$ cat src/pkg/nibble_core_pkg.sv
// Constants and carrier types for the nibble processor core
package nibble_core_pkg;
  // -----------------------------------------------------------
  // Instruction cycle phases (eight clocks per word)
  // -----------------------------------------------------------
  localparam logic [2:0] PH_ADDR = 3'h0;
  localparam logic [2:0] PH_OPR  = 3'h3;
  localparam logic [2:0] PH_OPA  = 3'h4;
  localparam logic [2:0] PH_IORD = 3'h5;
  localparam logic [2:0] PH_EXEC = 3'h7;
  // -----------------------------------------------------------
  // Operation field codes
  // -----------------------------------------------------------
  localparam logic [3:0] OP_MISC = 4'h0;
  localparam logic [3:0] OP_JCN  = 4'h1;
  localparam logic [3:0] OP_PAIR = 4'h2;
  localparam logic [3:0] OP_IND  = 4'h3;
  localparam logic [3:0] OP_JUN  = 4'h4;
  localparam logic [3:0] OP_JMS  = 4'h5;
  localparam logic [3:0] OP_INC  = 4'h6;
  localparam logic [3:0] OP_ISZ  = 4'h7;
  localparam logic [3:0] OP_ADD  = 4'h8;
  localparam logic [3:0] OP_SUB  = 4'h9;
  localparam logic [3:0] OP_LD   = 4'hA;
  localparam logic [3:0] OP_XCH  = 4'hB;
  localparam logic [3:0] OP_BBL  = 4'hC;
  localparam logic [3:0] OP_LDM  = 4'hD;
  localparam logic [3:0] OP_IO   = 4'hE;
  localparam logic [3:0] OP_ACC  = 4'hF;
  // -----------------------------------------------------------
  // Modifier codes: machine, I/O and accumulator groups
  // -----------------------------------------------------------
  localparam logic [3:0] M_ROM_BANK0 = 4'h8;
  localparam logic [3:0] M_ROM_BANK1 = 4'h9;
  localparam logic [3:0] M_IDX_BANK0 = 4'hA;
  localparam logic [3:0] M_IDX_BANK1 = 4'hB;
  localparam logic [3:0] M_SBM = 4'h8;
  localparam logic [3:0] M_RDM = 4'h9;
  localparam logic [3:0] M_RDR = 4'hA;
  localparam logic [3:0] M_ADM = 4'hB;
  localparam logic [3:0] M_CLB = 4'h0;
  localparam logic [3:0] M_CLC = 4'h1;
  localparam logic [3:0] M_IAC = 4'h2;
  localparam logic [3:0] M_CMC = 4'h3;
  localparam logic [3:0] M_CMA = 4'h4;
  localparam logic [3:0] M_RAL = 4'h5;
  localparam logic [3:0] M_RAR = 4'h6;
  localparam logic [3:0] M_TCC = 4'h7;
  localparam logic [3:0] M_DAC = 4'h8;
  localparam logic [3:0] M_TCS = 4'h9;
  localparam logic [3:0] M_STC = 4'hA;
  localparam logic [3:0] TCS_CARRY   = 4'hA;
  localparam logic [3:0] TCS_NOCARRY = 4'h9;
  // -----------------------------------------------------------
  // APB register map (byte addresses)
  // -----------------------------------------------------------
  localparam logic [7:0] ADDR_CTRL   = 8'h00;
  localparam logic [7:0] ADDR_STATUS = 8'h04;
  localparam logic [7:0] ADDR_SRC    = 8'h08;
  localparam int         CTRL_RUN    = 0;
  // -----------------------------------------------------------
  // Carriers
  // -----------------------------------------------------------
  typedef enum logic [2:0] {
    ST_IDLE   = 3'b001,
    ST_FETCH  = 3'b010,
    ST_SECOND = 3'b100
  } core_state_e;
  typedef struct packed {
    logic [1:0] chip;
    logic [1:0] regn;
    logic [3:0] chr;
  } src_addr_s;
  typedef struct packed {
    logic       rd;
    logic [3:0] cmd;
  } io_req_s;
endpackage

$ cat src/rtl/nibble_core.sv
// Nibble processor core: fetch, decode and execute with APB control
//
// Functional notes
// (RULE_01) Each word splits into upper operation and lower modifier nibbles, upper first.
// (RULE_02) One-word instructions take eight clocks, two-word instructions sixteen.
// (RULE_03) Three-bit field picks one of eight pairs; four-bit field one of sixteen.
// (RULE_04) Conditional jump: op 0001, four condition bits, in-page target in word two.
// (RULE_05) Condition bit one inverts; others test accumulator zero, carry, test input.
// (RULE_06) Immediate pair fetch loads the second word into the selected pair.
// (RULE_07) Register control send emits pair contents as chip, register, character.
// (RULE_08) Indirect pair fetch loads program word addressed by pair zero.
// (RULE_09) Jump via pair replaces low eight counter bits with pair contents.
// (RULE_10) Jump and call form a 12-bit target; call pushes return address.
// (RULE_11) Increment-skip increments register, jumps in page when result nonzero.
// (RULE_12) Add register plus carry; subtract register with borrow, carry updated.
// (RULE_13) Load register into accumulator; swap accumulator and register.
// (RULE_14) Return and load modifier into accumulator; or load without return.
// (RULE_15) Bank codes 0A, 0B select index banks; 09 designates ROM bank one.
// (RULE_16) I/O modifiers 1011 add and 1000 subtract the RAM character.
// (RULE_17) I/O modifiers 1001 read RAM character, 1010 read ROM input port.
// (RULE_18) I/O modifiers 1100 to 1111 read status characters zero to three.
// (RULE_19) RAM chips hold four registers of sixteen plus four status characters.
// (RULE_20) Accumulator codes 0 to 3: clear both, clear carry, increment, flip carry.
// (RULE_21) Codes 5 and 6 rotate the 5-bit ring; code 7 moves carry, clears it.
// (RULE_22) Code 8 decrements accumulator; code 9 loads subtract-carry value, clears carry.
//
// Added by the designer: the address map and the APB register port.
`timescale 1ns/1ns
module nibble_core
  import nibble_core_pkg::*;
#(
  parameter int STACK_DEPTH = 7
) (
  input  wire logic        sys_clk,       // 10 MHz system clock
  input  wire logic        rst_n,         // Synchronous reset, active low
  input  wire logic        psel,          // APB select
  input  wire logic        penable,       // APB access phase
  input  wire logic        pwrite,        // APB write
  input  wire logic [7:0]  paddr,         // APB byte address
  input  wire logic [31:0] pwdata,        // APB write data
  output logic      [31:0] prdata,        // APB read data
  output logic             pready,        // APB ready
  output logic             pslverr,       // APB error on unmapped address
  output logic      [11:0] rom_addr,      // Program memory address
  input  wire logic [7:0]  rom_data,      // Program memory word
  output src_addr_s        src_addr,      // Sent chip, register, character
  output io_req_s          io_req,        // RAM/ROM read request and code
  input  wire logic [3:0]  io_data,       // RAM/ROM read data
  input  wire logic        test_in,       // External test input
  output logic             rom_bank_sel,  // Designated ROM bank
  output logic             carry_out,     // Carry flag
  output logic             sync_out       // Start of instruction cycle
);
  // -----------------------------------------------------------
  // State
  // -----------------------------------------------------------
  core_state_e state;
  logic [2:0]  ph;
  logic [3:0]  operation_field;
  logic [3:0]  modifier_field;
  logic [7:0]  word2;
  logic [3:0]  acc;
  logic        cy;
  logic        bank;
  logic [11:0] pc;
  logic [11:0] stack [0:STACK_DEPTH-1];
  logic [2:0]  sp;
  logic [3:0]  idx [0:1][0:15];
  logic        run;

  // Decode helpers
  logic        two_word;
  logic        exec1;
  logic        exec2;
  logic        fin_second;
  logic [3:0]  reg_val;
  logic [7:0]  pair_val;
  logic [7:0]  pair0_val;
  logic [3:0]  alu_b;
  logic [4:0]  add_res;
  logic [4:0]  sub_res;
  logic [3:0]  inc_res;
  logic        cond;
  logic        jump_taken;
  logic [2:0]  sp_up;
  logic [2:0]  sp_dn;

  // -----------------------------------------------------------
  // Decode
  // -----------------------------------------------------------
  // Pair bits select the pair; all four bits select a register
  assign reg_val   = idx[bank][modifier_field];                    // [RULE_03]
  assign pair_val  = {idx[bank][{modifier_field[3:1], 1'b0}],
                      idx[bank][{modifier_field[3:1], 1'b1}]};     // [RULE_03]
  assign pair0_val = {idx[bank][4'h0], idx[bank][4'h1]};

  // Second word needed for jumps, call, skip and fetches
  always_comb begin
    unique case (operation_field)
      OP_JCN, OP_JUN, OP_JMS, OP_ISZ: two_word = 1'b1;  // [RULE_02]
      OP_PAIR, OP_IND:  two_word = ~modifier_field[0];             // [RULE_02]
      default:          two_word = 1'b0;
    endcase
  end

  assign exec1 = (state == ST_FETCH) && (ph == PH_EXEC) && !two_word;
  assign exec2 = (state == ST_SECOND) && (ph == PH_EXEC);
  // Indirect fetch uses its second cycle to read through pair zero
  assign fin_second = (operation_field == OP_IND) && !modifier_field[0];

  // Memory character for I/O group, register otherwise
  assign alu_b   = (operation_field == OP_IO) ? io_data : reg_val;
  assign add_res = {1'b0, acc} + {1'b0, alu_b} + {4'h0, cy};
  // Borrow form: carry set afterwards means no borrow
  assign sub_res = {1'b0, acc} + {1'b0, ~alu_b} + {4'h0, ~cy};
  assign inc_res = reg_val + 4'h1;

  // Condition: bit3 inverts, bit2 acc zero, bit1 carry, bit0 test low
  assign cond = (modifier_field[2] && (acc == 4'h0)) || (modifier_field[1] && cy)
             || (modifier_field[0] && !test_in);                   // [RULE_05]
  assign jump_taken = cond ^ modifier_field[3];                    // [RULE_05]

  assign sp_up = (sp == 3'(STACK_DEPTH - 1)) ? 3'h0 : sp + 3'h1;
  assign sp_dn = (sp == 3'h0) ? 3'(STACK_DEPTH - 1) : sp - 3'h1;

  // -----------------------------------------------------------
  // Sequencer
  // -----------------------------------------------------------
  // Eight phases per word; a second word adds eight more
  always_ff @(posedge sys_clk) begin
    if (!rst_n) begin
      state    <= ST_IDLE;
      ph       <= PH_ADDR;
      sync_out <= 1'b0;
    end else begin
      sync_out <= 1'b0;
      unique case (state)
        ST_IDLE: begin
          if (run) begin
            state    <= ST_FETCH;
            ph       <= PH_ADDR;
            sync_out <= 1'b1;
          end
        end
        ST_FETCH, ST_SECOND: begin
          ph <= ph + 3'h1;
          if (ph == PH_EXEC) begin
            if (state == ST_FETCH && two_word) begin
              state    <= ST_SECOND;               // [RULE_02]
              sync_out <= 1'b1;
            end else if (run) begin
              state    <= ST_FETCH;
              sync_out <= 1'b1;
            end else begin
              state <= ST_IDLE;
            end
          end
        end
        default: state <= ST_IDLE;
      endcase
    end
  end

  // -----------------------------------------------------------
  // Instruction capture
  // -----------------------------------------------------------
  // Operation nibble taken before modifier nibble
  always_ff @(posedge sys_clk) begin
    if (!rst_n) begin
      operation_field   <= OP_MISC;
      modifier_field   <= 4'h0;
      word2 <= 8'h00;
    end else if (state == ST_FETCH) begin
      if (ph == PH_OPR) operation_field <= rom_data[7:4];   // [RULE_01]
      if (ph == PH_OPA) modifier_field <= rom_data[3:0];   // [RULE_01]
    end else if (state == ST_SECOND) begin
      if (ph == PH_OPR) word2[7:4] <= rom_data[7:4];
      if (ph == PH_OPA) word2[3:0] <= rom_data[3:0];
    end
  end

  // -----------------------------------------------------------
  // Program counter, address and stack
  // -----------------------------------------------------------
  // Counter advances after each fetched word except the one read through pair zero, jumps at execute
  always_ff @(posedge sys_clk) begin
    if (!rst_n) begin
      pc       <= 12'h000;
      rom_addr <= 12'h000;
      sp       <= 3'h0;
      for (int i = 0; i < STACK_DEPTH; i++) stack[i] <= 12'h000;
    end else begin
      if (state != ST_IDLE && ph == PH_ADDR) begin
        if (state == ST_SECOND && fin_second)
          rom_addr <= {pc[11:8], pair0_val};    // [RULE_08]
        else
          rom_addr <= pc;
      end
      if (state != ST_IDLE && ph == PH_OPA
          && !(state == ST_SECOND && fin_second))
        pc <= pc + 12'h001;
      if (exec1) begin
        if (operation_field == OP_IND && modifier_field[0])
          pc[7:0] <= pair_val;                  // [RULE_09]
        if (operation_field == OP_BBL) begin
          pc <= stack[sp_dn];                   // [RULE_14]
          sp <= sp_dn;
        end
      end
      if (exec2) begin
        unique case (operation_field)
          OP_JCN: if (jump_taken) pc[7:0] <= word2;    // [RULE_04]
          OP_JUN: pc <= {modifier_field, word2};                  // [RULE_10]
          OP_JMS: begin
            stack[sp] <= pc;                           // [RULE_10]
            sp        <= sp_up;
            pc        <= {modifier_field, word2};                 // [RULE_10]
          end
          OP_ISZ: if (inc_res != 4'h0) pc[7:0] <= word2; // [RULE_11]
          default: ;
        endcase
      end
    end
  end

  // -----------------------------------------------------------
  // Accumulator and carry
  // -----------------------------------------------------------
  always_ff @(posedge sys_clk) begin
    if (!rst_n) begin
      acc <= 4'h0;
      cy  <= 1'b0;
    end else if (exec1) begin
      unique case (operation_field)
        OP_ADD: {cy, acc} <= add_res;                  // [RULE_12]
        OP_SUB: {cy, acc} <= sub_res;                  // [RULE_12]
        OP_LD:  acc <= reg_val;                        // [RULE_13]
        OP_XCH: acc <= reg_val;                        // [RULE_13]
        OP_BBL, OP_LDM: acc <= modifier_field;                    // [RULE_14]
        OP_IO: begin
          unique case (modifier_field)
            M_ADM: {cy, acc} <= add_res;               // [RULE_16]
            M_SBM: {cy, acc} <= sub_res;               // [RULE_16]
            M_RDM, M_RDR: acc <= io_data;              // [RULE_17]
            default: if (modifier_field[3:2] == 2'b11) acc <= io_data; // [RULE_18]
          endcase
        end
        OP_ACC: begin
          unique case (modifier_field)
            M_CLB: begin
              acc <= 4'h0;                             // [RULE_20]
              cy  <= 1'b0;
            end
            M_CLC: cy <= 1'b0;                         // [RULE_20]
            M_IAC: {cy, acc} <= {1'b0, acc} + 5'h01;   // [RULE_20]
            M_CMC: cy <= ~cy;                          // [RULE_20]
            M_CMA: acc <= ~acc;
            M_RAL: {cy, acc} <= {acc, cy};             // [RULE_21]
            M_RAR: {acc, cy} <= {cy, acc};             // [RULE_21]
            M_TCC: begin
              acc <= {3'h0, cy};                       // [RULE_21]
              cy  <= 1'b0;
            end
            // Carry set afterwards means no borrow occurred
            M_DAC: {cy, acc} <= {1'b0, acc} + 5'h0F;   // [RULE_22]
            M_TCS: begin
              acc <= cy ? TCS_CARRY : TCS_NOCARRY;     // [RULE_22]
              cy  <= 1'b0;
            end
            M_STC: cy <= 1'b1;
            default: ;
          endcase
        end
        default: ;
      endcase
    end
  end

  assign carry_out = cy;

  // -----------------------------------------------------------
  // Index registers and banks
  // -----------------------------------------------------------
  // Whole array clears in one reset cycle, unlike a slow refresh
  always_ff @(posedge sys_clk) begin
    if (!rst_n) begin
      bank         <= 1'b0;
      rom_bank_sel <= 1'b0;
      for (int b = 0; b < 2; b++)
        for (int r = 0; r < 16; r++) idx[b][r] <= 4'h0;
    end else begin
      if (exec1) begin
        unique case (operation_field)
          OP_MISC: begin
            if (modifier_field == M_IDX_BANK0) bank <= 1'b0;          // [RULE_15]
            if (modifier_field == M_IDX_BANK1) bank <= 1'b1;          // [RULE_15]
            if (modifier_field == M_ROM_BANK0) rom_bank_sel <= 1'b0;
            if (modifier_field == M_ROM_BANK1) rom_bank_sel <= 1'b1;  // [RULE_15]
          end
          OP_INC: idx[bank][modifier_field] <= inc_res;
          OP_XCH: idx[bank][modifier_field] <= acc;                   // [RULE_13]
          default: ;
        endcase
      end
      if (exec2) begin
        unique case (operation_field)
          OP_PAIR, OP_IND: begin
            // Immediate and indirect fetch both land in the pair
            idx[bank][{modifier_field[3:1], 1'b0}] <= word2[7:4];     // [RULE_06] [RULE_08]
            idx[bank][{modifier_field[3:1], 1'b1}] <= word2[3:0];     // [RULE_06] [RULE_08]
          end
          OP_ISZ: idx[bank][modifier_field] <= inc_res;               // [RULE_11]
          default: ;
        endcase
      end
    end
  end

  // -----------------------------------------------------------
  // RAM/ROM port
  // -----------------------------------------------------------
  // Read request stands from phase 6 through the execute edge
  always_ff @(posedge sys_clk) begin
    if (!rst_n) begin
      src_addr <= '0;
      io_req   <= '0;
    end else begin
      if (exec1 && operation_field == OP_PAIR && modifier_field[0])
        src_addr <= pair_val;                   // [RULE_07]
      if (state == ST_FETCH && ph == PH_IORD && operation_field == OP_IO)
        io_req <= '{rd: modifier_field[3], cmd: modifier_field};      // [RULE_17] [RULE_18] [RULE_19]
      else if (ph == PH_EXEC)
        io_req <= '0;
    end
  end

  // -----------------------------------------------------------
  // APB slave
  // -----------------------------------------------------------
  // No wait state: ready is high in the first access-phase cycle after setup
  always_ff @(posedge sys_clk) begin
    if (!rst_n) begin
      pready  <= 1'b0;
      pslverr <= 1'b0;
      prdata  <= 32'h0000_0000;
      run     <= 1'b0;
    end else begin
      pready <= psel && !penable;
      if (psel && !penable) begin
        pslverr <= !(paddr == ADDR_CTRL || paddr == ADDR_STATUS
                     || paddr == ADDR_SRC);
        unique case (paddr)
          ADDR_CTRL:   prdata <= {31'h0, run};
          ADDR_STATUS: prdata <= {12'h000, pc, (state == ST_IDLE),
                                  rom_bank_sel, bank, cy, acc};
          ADDR_SRC:    prdata <= {24'h00_0000, src_addr};
          default:     prdata <= 32'h0000_0000;
        endcase
      end
      if (psel && penable && pready && pwrite && paddr == ADDR_CTRL)
        run <= pwdata[CTRL_RUN];
    end
  end
endmodule

$ cat config.mk
export PLATFORM = sky130hd
export DESIGN_NAME = nibble_core
export DESIGN_NICKNAME = d
export VERILOG_FILES = /design/src/pkg/nibble_core_pkg.sv /design/src/rtl/nibble_core.sv
export SDC_FILE = /design/constraint.sdc
export NUM_CORES = 1
export LEC_CHECK = 0
export ABC_AREA = 1
export BUFFER_PORTS_ARGS = -buffer_cell sky130_fd_sc_hd__buf_2
export CAP_MARGIN = 20
export CORE_ASPECT_RATIO = 0.5
export CORE_UTILIZATION = 35
export CTS_CLUSTER_SIZE = 20
export DETAILED_ROUTE_END_ITERATION = 10
export PLACE_DENSITY_LB_ADDON = 0.25
export SETUP_SLACK_MARGIN = 0.5
export SLEW_MARGIN = 20
export SYNTH_ARGS = -nofsm -noshare
export SYNTH_HDL_FRONTEND = slang
export SYNTH_SLANG_ARGS = --single-unit
$ cat constraint.sdc
create_clock -name sys_clk -period 6.7 [get_ports sys_clk]
set_input_delay 0 -clock sys_clk [delete_from_list [all_inputs] [get_ports sys_clk]]
set_output_delay 0 -clock sys_clk [all_outputs]
set_load 0.1 [all_outputs]
# Word-level counts from Yosys, hierarchy flattened
# Memories as Yosys holds them, arrays and structs flattened. A register that Yosys moved wholly into a read port is not among the register bits.
# Index checks and enable logic that the tools add are counted.
# W data, S select, Z words.
dict set report totals {
  register_bits 105
  ramBits 212
  input_bits 58
  memories 2
}
# memory depth width rd rd_clocked_by_memory_dff wr line_no
set mem_list {}
lappend mem_list {idx 2 64 1 1 2 nibble_core.sv:68} ;# logic [3:0] idx [0:1][0:15];
lappend mem_list {stack 7 12 1 0 7 nibble_core.sv:66} ;# logic [11:0] stack [0:STACK_DEPTH-1];
dict set report classes {
  n_addsub 11
  n_lt_le_gt_ge 6
  eq_ne 44
  n_mux 345
  bitwise 265
  n_reduce_logical 68
}
# operator count
set op_table {}
lappend op_table {{$mux W64} 7}
lappend op_table {{$mux W1} 284}
lappend op_table {{$or A1 B1 Y1} 256}
lappend op_table {{$reduce_or A64 Y1} 1}
lappend op_table {{$mux W12} 5}
lappend op_table {{$pmux W20 S3} 1}
lappend op_table {{$bmux W4 S4} 3}
lappend op_table {{$demux W4 S4} 3}
lappend op_table {{$eq A4 B4 Y1 const B} 12}
lappend op_table {{$mux W4} 12}
lappend op_table {{$mux W3} 11}
lappend op_table {{$eq A4 B3 Y1 const B} 8}
lappend op_table {{$mux W8} 4}
lappend op_table {{$pmux W4 S8} 1}
lappend op_table {{$logic_and A1 B1 Y1} 25}
lappend op_table {{$pmux W4 S6} 1}
lappend op_table {{$pmux W8 S3} 1}
lappend op_table {{$eq A4 B2 Y1 const B} 4}
lappend op_table {{$eq A3 B3 Y1 const B} 5}
lappend op_table {{$ge A5 B5 Y1 const B} 3}
lappend op_table {{$lt A5 B1 Y1 const B} 3}
lappend op_table {{$not A4 Y5} 3}
lappend op_table {{$add A12 B1 Y12 const B} 1}
lappend op_table {{$logic_not A4 Y1} 3}
lappend op_table {{42 further kinds} 82}

# Longest topological paths before layout
# Gate-level depths: netlist of run 1.
dict set report depth {
  depth_word 14
  ltp_mapped 25
}

# Least setup slack after synthesis of run 1
# No wires, ideal clock.
dict set report synth_path {
  path_kind {register to register}
  startpoint {register modifier_field[1]}
  endpoint {register acc[2]}
  setup_ns 0.132
  arrival_ns 3.299
  path_slack_ns 3.269
  stages_incl_launch_ff 23
  path_buffers 3
  path_cell_list {dfxtp_1 -> buf_2 -> inv_2 -> nor2_2 -> buf_2 -> nand2_1 -> nand2_1 -> nor2_1 -> nor2_1 -> nor2_1 -> nand2_1 -> buf_1 -> nand2_1 -> o21ai_0 -> inv_1 -> fa_1 -> fa_1 -> xnor2_1 -> nor2_1 -> nor3_1 -> nand4_1 -> nand2_1 -> a21oi_1}
}
dict set report synth_between {
  elab_chain_len 10
  elab_cells_between_ends 27
  classes_between {4 x add/sub; 11 x eq/ne; 7 x mux; 2 x bitwise; 3 x reduce/logical}
}
# element line_no
set synth_rtl {}
lappend synth_rtl {{start, declared} nibble_core.sv:60} ;# logic [3:0] modifier_field;
lappend synth_rtl {{start signal, assigned} nibble_core.sv:175} ;# if (ph == PH_OPA) modifier_field <= rom_data[3:0];
lappend synth_rtl {{$not A4 Y5 (not written as such)} nibble_core.sv:92} ;# assign reg_val = idx[bank][modifier_field];
lappend synth_rtl {{$bmux W4 S4} nibble_core.sv:92}
lappend synth_rtl {{$mux W4 (not written as such) (2 in a row)} nibble_core.sv:92}
lappend synth_rtl {{$mux W4} nibble_core.sv:112} ;# assign alu_b = (operation_field == OP_IO) ? io_data : reg_val;
lappend synth_rtl {{$not A4 Y4} nibble_core.sv:115} ;# assign sub_res = {1'b0, acc} + {1'b0, ~alu_b} + {4'h0, ~cy};
lappend synth_rtl {{$add A4 B4 Y5} nibble_core.sv:115}
lappend synth_rtl {{$add A5 B1 Y5} nibble_core.sv:115}
lappend synth_rtl {{$pmux W4 S3} nibble_core.sv:241} ;# unique case (modifier_field)
lappend synth_rtl {{$pmux W4 S6} nibble_core.sv:234} ;# unique case (operation_field)
lappend synth_rtl {{end signal, assigned} nibble_core.sv:235} ;# OP_ADD: {cy, acc} <= add_res;
lappend synth_rtl {{end signal, assigned} nibble_core.sv:236} ;# OP_SUB: {cy, acc} <= sub_res;
lappend synth_rtl {{end signal, assigned} nibble_core.sv:242} ;# M_ADM: {cy, acc} <= add_res;
lappend synth_rtl {{end, declared} nibble_core.sv:62} ;# logic [3:0] acc;
# Several ways; a longest one is shown, not always the timed one. The select of a mux whose other input is x is not followed.
# A chain may end at the register's enable or synchronous reset.

# Worst setup path after layout of run 1
dict set report layout_path {
  startpoint {register modifier_field[0]}
  endpoint {register acc[2]}
}
# Same word-level chain as after synthesis.

==> results of run 1 <==
[per-stage QoR]
step | worst slack (ns) | std cells | instance area (µm²) | hold WS (ns)
3_3_place_gp | 1.993 | 3241 | 19480 | 0.2448
6_report | 1.717 | 3323 | 20790 | 0.02524
3_5_place_dp | 1.957 | 3241 | 19480 | 0.2418
4_1_cts | 1.947 | 3322 | 20780 | 0.0003424
2_1_floorplan | 3.269 | 2564 | 18610 | 0.1276
5_1_grt | 1.548 | 3322 | 20780 | 0.05295
[cell families after synthesis]
logic type / after synthesis / synth area share [%]
simple gates: 1436 / 31.78
buf+inv: 356 / 7.972
fa+ha+maj: 25 / 1.846
xor+xnor: 11 / 0.5189
compound gates: 407 / 12.26
flops: 317 / 45.61
other cells: 1 / 0.02020
[area by class of cell]
| cell class | instances | area, µm² |
|---|---|---|
| Timing Repair Buffer | 125 | 808.3 |
| Clock inverter | 18 | 191.4 |
| Fill cell | 5462 | 31400 |
| Inverter | 226 | 848.3 |
| Clock buffer | 44 | 918.4 |
| Antenna cell | 1 | 2.502 |
| Tap cell | 701 | 877.1 |
| Multi-Input combinational cell | 1891 | 8672 |
| Sequential cell | 317 | 8469 |
[metal layers]
metal | vias to the layer above | part of all wire [%]
li1 | 8529 | -
met1 | 8407 | 42
met2 | 872 | 44
met3 | 168 | 9.9
met4 | 0 | 3.9
met5 | - | 0
[flip-flops by register name, summed over array words and instances, names as in the netlist, 4 cells and up, named ones only]
name	cells
modifier_field	4
io_req	4
prdata	20
src_addr	8
operation_field	4
pc	12
stack	96
acc	4
idx	128
rom_addr	12
word2	8
[path summary, 6_finish.rpt]
path | from | to | slack, ns
hold reg to reg | prdata[9] | prdata[9] | 0.46
setup / recovery | modifier_field[0] | acc[2] | 1.72
setup reg to reg | modifier_field[0] | acc[2] | 1.72
hold / removal | psel | prdata[5] | 0.03
[power groups by stage]
| stage | Sequential, mW | Clock, mW | Combinational, mW |
|---|---|---|---|
| 6_report | 2.20 | 1.95 | 0.637 |
| 5_1_grt | 2.21 | 2.05 | 0.681 |
| 4_1_cts | 2.20 | 1.98 | 0.634 |
| 3_5_place_dp | 2.25 | 0 | 0.626 |
| 3_3_place_gp | 2.24 | 0 | 0.620 |
| 2_1_floorplan | 2.47 | 0 | 0.255 |
[timing repair]
action / 4_1_cts / 5_1_grt
endpoints found under the setup margin: 0 / 0
endpoints found under the hold margin: 38 / 0
hold buffers: 19 / 0
[worst max-delay path: stages (launching register included)]
cell,delay (ns)
dfxtp_1,0.85
inv_2,0.33
nor2_2,0.30
buf_4,0.28
nand2_1,0.08
nand2_1,0.09
nor2_1,0.04
nor2_1,0.10
nor2_1,0.05
nand2_1,0.55
buf_4,0.33
nand2_1,0.06
o21ai_0,0.13
inv_1,0.09
fa_1,0.43
fa_1,0.44
xnor2_1,0.16
nor2_1,0.06
nor3_1,0.19
nand4_1,0.13
nand2_1,0.09
a21oi_1,0.05
[synthesized netlist by cell type (all sizes together), types with 2 or more instances]
library cell / instances / area, µm²
a211oi: 7 / 52.55
a21oi: 137 / 685.7
a221oi: 6 / 52.55
a31oi: 3 / 18.77
and2: 7 / 43.79
buf: 59 / 365.4
clkbuf: 71 / 266.5
clkinv: 4 / 15.01
dfxtp: 105 / 2102
edfxtp: 212 / 6366
fa: 4 / 80.08
ha: 21 / 262.8
inv: 222 / 833.3
nand2: 733 / 2766
nand3: 213 / 1071
nand4: 33 / 206.5
nor2: 417 / 1598
nor3: 23 / 136.4
nor4: 2 / 27.53
o211ai: 37 / 277.8
o21ai: 160 / 800.8
o221ai: 7 / 61.31
o22ai: 43 / 269.0
o31ai: 2 / 15.01
or2: 6 / 37.54
xnor2: 3 / 26.28
xor2: 8 / 70.07
==> results.yml, run 1 <==
clock_tree:
  htreeDepth: 2
  cts_setup_buffers: 0
  cts_root_buf: "clkbuf_16"
  cts_tree: "built"
  numCtsBuffers: 34
  clk_latency_ns: 0.56
  clockBufferDepth: 3
  cts_resized: 0
  path_clk_slew_ns: 0.07
  cts.sinks: 317
sta:
  rsz0062_at_grt: "no"
  tightest_slew_ns: 1.161
  slew_violations: 0
  max_freq_ghz: 0.2007
  finalSetupTns_ns: 0
  fin_worst_skew_ns: 0.03008
  relSlewSlack_pct: 22.40
  period_minus_slack_ns: 4.983
  setup_viol: 0
  hold_violations: 0
  post-route-period-util_pct: 74.37
status:
  status: "complete, no violations"
setup_path:
  path_class: "reg2reg"
  arrival_ns: 5.40
  cp_max_fo: 13
  cp.required_ns: 7.12
  worstSetupEndpointType: "register"
  ff2ff_path_depth: 21
  worstSetupStartpointType: "register"
synth:
  synth_edf_count: 212
  ys_ff_latch: 317
  async_flop_share_pct: 0
  yosys_warnings: 0
  netlist-cell-type-count: 47
  netlist_instances: 2553
  synth-seq-area-share_pct: 45.61
  synthFlopType: "edfxtp_1"
  syn_area_um2: 18570
  avgSynthCellArea_um2: 7.273
power:
  p_total_mw: 4.790
  p_switching_mw: 1.409
  switching_share_pct: 29.42
  seqPwrFrac_pct: 46.0
  clockPowerShare_pct: 40.7
  ir_worst_vdd_mv: 0.1539
  p_int_mw: 3.381
  power.density_nw_per_um2: 230.4
  leakage_nw: 8.791
  combPwrFrac_pct: 13.3
worst_hold_path:
  hp-class: "in2reg"
  min_path_cells: 6
drt:
  drc: 0
  drtAntennaViolNets: 0
  wire_per_inst_um: 20.61
  dr_total_vias: 17976
  wl_um: 68490
  vias_per_cell: 5.410
  drt-initial-drc-count: 2009
  firstDrtPassIters: 6
floorplanning:
  fp.dieW_um: 327.7
  die-area_um2: 54030
  core_um2: 52190
  io_pins: 120
  start_util_pct: 35.58
  rows: 59
  die_h_um: 164.9
place:
  port_buffers: 76
  dp_hpwl_um: 47570
  place_congestion: 1.000
grt:
  grt.overflow.total: 0
  grt_use_met3_pct: 5.945
  grt_max_degree: 49
  grtUsageTotal_pct: 24.94
  grt_util_met2_pct: 39.45
  busiest_layer: "met2"
  grt_pass1_wl_um: 101600
  grt_antenna_before_repair: 1
  grtUsageMet1_pct: 32.98
  grt_pass1_vias: 16598
flow_run:
  max-cap-violations: 0
layout:
  nets: 2678
  area_growth_pct: 11.95
  fin_util_pct: 39.83
  final_cell_mix: "nand2_1, nor2_1, nand3_1, edfxtp_1, inv_1"
  final_common_cell: "nand2_1"
  drive_gt1_share_pct: 7.631
(Power assumes the default switching activity.)
==> inputs of run 2 (changes only) <==
Clock period 6.7 ns to 4.35 ns, I/O delays scaled along.
==> results.yml, run 2 (same netlist as run 1, synthesis figures left out) <==
sta:
  holdWs_ns: 0.02774
  post-route-period-util_pct: 85.34
  finalSetupTns_ns: 0
  rsz0062_at_grt: "yes"
  max_freq_ghz: 0.2694
  relSlewSlack_pct: 25.56
  tightest_slew_ns: 1.115
  setup_viol: 0
  period_minus_slack_ns: 3.712
  hold_violations: 0
  fin_worst_skew_ns: 0.02255
  slew_violations: 0
grt:
  grt.overflow.total: 0
  grt_pass1_vias: 16444
  grtUsageTotal_pct: 25.24
  grt_antenna_before_repair: 1
  grt_max_degree: 55
  grt_pass1_wl_um: 102500
drt:
  drc: 0
  drtAntennaViolNets: 0
  vias_per_cell: 5.304
  firstDrtPassIters: 6
  wire_per_inst_um: 20.61
  dr_total_vias: 17876
  wl_um: 69440
  drt-initial-drc-count: 1694
clock_tree:
  numCtsBuffers: 31
  cts.sinks: 317
  htreeDepth: 1
  path_clk_slew_ns: 0.06
  cts_tree: "built"
  clockBufferDepth: 3
  clk_latency_ns: 0.62
  cts_root_buf: "clkbuf_16"
layout:
  fillCellCount: 5528
  top_register: "idx"
  fin_util_pct: 40.47
  nets: 2727
  antenna_cells: 0
  area_growth_pct: 13.75
  final_common_cell: "nand2_1"
  largestRegisters: "idx: 128 flops, stack: 96 flops, prdata: 20 flops"
  largest_register_ffs: 128
  seq_area_um2: 8474
  drive_gt1_share_pct: 9.142
  final_cell_mix: "nand2_1, nor2_1, nand3_1, edfxtp_1, inv_1"
  multi_input_area_um2: 8678
worst_hold_path:
  hp-start: "io_data[2]"
  hp-class: "in2reg"
setup_path:
  crit-reg2reg-launch: "ph[0]"
  worstSetupEndpointType: "register"
  worstSetupStartpointType: "register"
  crit_start: "ph[0]"
  cp.required_ns: 4.61
  arrival_ns: 3.97
  path_class: "reg2reg"
  cp_max_fo: 15
floorplanning:
  die-area_um2: 54030
  rows: 59
  die_h_um: 164.9
  start_util_pct: 35.58
  core_um2: 52190
  io_pins: 120
  fp.dieW_um: 327.7
power:
  seqPwrFrac_pct: 47.9
  switching_share_pct: 29.86
  combPwrFrac_pct: 14.0
  ir_worst_vdd_mv: 0.2872
  leakage_nw: 8.988
  clockPowerShare_pct: 38.0
  p_switching_mw: 2.112
  power.density_nw_per_um2: 334.9
  p_int_mw: 4.961
place:
  dp_hpwl_um: 49900
  port_buffers: 76
  place_congestion: 1.043
status:
  status: "complete, no violations"
flow_run:
  max-cap-violations: 0
[run 2: cell types whose count changed in the layout (fill, tap and decap cells not counted), sizes merged]
cell         change
clkbuf           -2
inv              -1
clkinvlp         +1
dlygate4sd3      +7
bufinv           -2
diode            -1
buf             +45
[run 2: critical path: stages (launching register included)]
cell and delay, ns:
dfxtp_1 0.34, ha_1 0.24, ha_1 0.27, nand2_1 0.22, nor2_4 0.13, nand2_1 0.27, buf_4 0.22, nand4_1 0.16
nor2_1 0.14, nand2_1 0.07, nor2_2 0.21, nand2_4 0.17, nand2_2 0.11, nand2_2 0.35, nor2_1 0.44
[run 2: final timing paths]
| kind | end | slack (ns) | depth (start not counted) |
|---|---|---|---|
| max reg2reg | idx[1][23] | 0.64 | 14 |
| max | idx[1][23] | 0.64 | 14 |
| min reg2reg | io_req[0] | 0.46 | 2 |
| min | acc[2] | 0.03 | 7 |
[run 2: area by class of cell]
type | instances | area share, %
flip-flops and latches | 317 | 40.12
inverters | 226 | 4.040
multi-input cells | 1891 | 41.09
well taps | 701 | 4.153
clock buffers | 42 | 4.016
repair buffers | 177 | 5.971
clock inverters | 16 | 0.6102
[run 2: metrics by stage]
step                      area (µm²)  setup slack [ns]  cells  total power [mW]
final                          21120            0.6377   3370             7.073
after global routing           21120            0.4341   3370             7.299
after CTS                      21060            0.5060   3367             7.109
after detailed placement       19810            0.4561   3283             4.429
after global placement         19810            0.4306   3283             4.422
after floorplan                18610            0.9189   2564             4.194
[run 2: routing by layer]
| layer | global-route usage (%) | wire length, µm | up-vias |
|---|---|---|---|
| met5 | 0 | 13 | - |
| met4 | 8.454 | 2351 | 2 |
| met3 | 4.696 | 5908 | 139 |
| met2 | 41.14 | 31150 | 697 |
| met1 | 33.73 | 30020 | 8421 |
| li1 | - | - | 8617 |
[run 2: power groups by stage]
stage               sequential, mW  combinational, mW  clock [mW]
finish                        3.39              0.993        2.69
floorplan                     3.80              0.393           0
detailed placement            3.46              0.971           0
CTS                           3.39              0.987        2.73
global placement              3.46              0.967           0
global route                  3.40               1.06        2.84
[run 2: what timing repair did]
action / 4_1_cts / 5_1_grt
buffers inserted: 0 / 3
hold endpoints to repair: 40 / 0
gates cloned: 0 / 0
endpoints found under the setup margin: 3 / 192
pin swaps: 0 / 1
resized for setup: 3 / 11
hold buffers: 26 / 0
==> inputs of run 3 (changes only) <==
Settings changed: PLACE_DENSITY_LB_ADDON 0.25 to 0.15.
==> results.yml, run 3 (same netlist as run 1, synthesis figures left out) <==
layout:
  fillCellCount: 5519
  nets: 2739
  top_register: "idx"
  largestRegisters: "idx: 128 flops, stack: 96 flops, prdata: 20 flops"
  stdcell_count: 3382
  largest_register_ffs: 128
  antenna_cells: 0
  final_cell_mix: "nand2_1, nor2_1, nand3_1, edfxtp_1, inv_1"
  seq_area_um2: 8472
  design_area_um2: 21350
  final_common_cell: "nand2_1"
  multi_input_area_um2: 8715
  area_growth_pct: 15.01
  drive_gt1_share_pct: 10.26
grt:
  grt_antenna_before_repair: 0
  grt_pass1_vias: 16422
  grt_pass1_wl_um: 104500
  grt.overflow.total: 0
  grt_max_degree: 71
  grtUsageTotal_pct: 26.01
sta:
  relSlewSlack_pct: 26.11
  rsz0062_at_grt: "no"
  period_minus_slack_ns: 3.614
  slew_violations: 0
  holdWs_ns: 0.02793
  worst_slack_ns: 0.7361
  setup_viol: 0
  fin_worst_skew_ns: 0.02822
  max_freq_ghz: 0.2767
  finalSetupTns_ns: 0
  post-route-period-util_pct: 83.08
  tightest_slew_ns: 1.107
  hold_violations: 0
clock_tree:
  cts_root_buf: "clkbuf_16"
  path_clk_slew_ns: 0.07
  cts.sinks: 317
  numCtsBuffers: 31
  htreeDepth: 1
  clk_latency_ns: 0.64
  clockBufferDepth: 3
  cts_tree: "built"
drt:
  wire_per_inst_um: 21.14
  drt-initial-drc-count: 1781
  drc: 0
  drtAntennaViolNets: 0
  dr_total_vias: 18035
  firstDrtPassIters: 6
  vias_per_cell: 5.333
  wl_um: 71480
power:
  power.density_nw_per_um2: 342.0
  ir_worst_vdd_mv: 0.2607
  leakage_nw: 9.105
setup_path:
  cpMostUsedCell: "nand2_1"
  path_cells: "inv_2, nor2_2, buf_4, nand2_1, nand2_1, nor2_1, nor2_1, nor2_1, nand2_1, nand2_1, o21ai_0, inv_1, fa_1, fa_1, xnor2_1, nor2_1, nor3_1, nand4_1, nand2_1, a21oi_1"
  cp_num_buf_inv: 3
  worstSetupEndpointType: "register"
  crit_family: "simple AND/OR/NAND/NOR gates"
  path_class: "reg2reg"
  slowest_delay_ns: 0.53
  worstSetupStartpointType: "register"
  arrival_ns: 4.10
  cp_max_fo: 11
  cp.required_ns: 4.83
  cpMaxStageDelayCell: "dfxtp_2"
floorplanning:
  fp.dieW_um: 327.7
  core_um2: 52190
  rows: 59
  die_h_um: 164.9
  start_util_pct: 35.58
  die-area_um2: 54030
  io_pins: 120
place:
  port_buffers: 76
  place_congestion: 0.9801
  dpl-instance-area_um2: 19900
  dp_slack_ns: 0.4553
  dp.cells: 3293
  dp_hpwl_um: 51130
flow_run:
  max-cap-violations: 0
worst_hold_path:
  hp-class: "in2reg"
status:
  status: "complete, no violations"
==> run 3: cell count changes in the layout (fill, tap and decap cells not counted), moves of 2 or more <==
cell,change
nor2_1,-14
buf_4,+10
buf_12,+2
clkinv_2,+3
nor2_2,+16
nor2_4,-2
clkinvlp_4,-2
bufinv_16,+3
clkbuf_1,-5
==> run 3: final timing paths <==
path | startpoint | end | slack, ns | cells after the start
setup / recovery | modifier_field[1] | acc[2] | 0.74 | 20
hold / removal | io_data[3] | acc[3] | 0.03 | 7
setup reg to reg | modifier_field[1] | acc[2] | 0.74 | 20
hold reg to reg | prdata[14] | prdata[14] | 0.46 | 2
==> run 3: metal layers <==
layer / share of wire (%) / global-route usage (%) / vias up / routed length [µm]
li1: - / - / 8650 / -
met1: 43 / 35.35 / 8581 / 31090
met2: 46 / 42.73 / 685 / 32530
met3: 8.4 / 4.816 / 119 / 6000
met4: 2.6 / 6.308 / 0 / 1868
met5: 0 / 0 / - / 0
==> run 3: area by class of cell <==
| class | instances | share of cell area, % |
|---|---|---|
| clock buffer | 38 | 3.949 |
| clock inverter | 20 | 1.020 |
| inverter | 226 | 4.002 |
| multi-input combinational | 1891 | 40.81 |
| sequential | 317 | 39.67 |
| tap | 701 | 4.107 |
| timing repair buffer | 189 | 6.439 |
==> run 3: worst min-delay path: cells and delay by family <==
kind	cells	cell delay (ns)
and+or+nand+nor	2	0.12
buffers and inverters	2	0.12
AOI/OAI and AO/OA	3	0.36
==> run 3: power breakdown <==
part	switching, mW	internal (mW)	leakage [nW]
sequential	0.0571	3.33	2.95
clock	1.29	1.62	0.528
combinational	0.806	0.196	5.63
total	2.15	5.15	9.10
==> run 3: what timing repair did <==
item / CTS / global route
setup endpoints to repair: 1 / 104
hold buffers: 27 / 0
gates resized for setup: 3 / 25
setup buffers: 0 / 4
hold endpoints to repair: 43 / 0
pin swaps: 0 / 2
==> run 3: through the flow <==
stage | utilization, % | power (mW)
2_1_floorplan | - | 4.194
3_3_place_gp | 38.13 | 4.429
3_5_place_dp | 38.13 | 4.437
4_1_cts | 40.69 | 7.349
5_1_grt | 40.92 | 7.554
6_report | 40.92 | 7.303
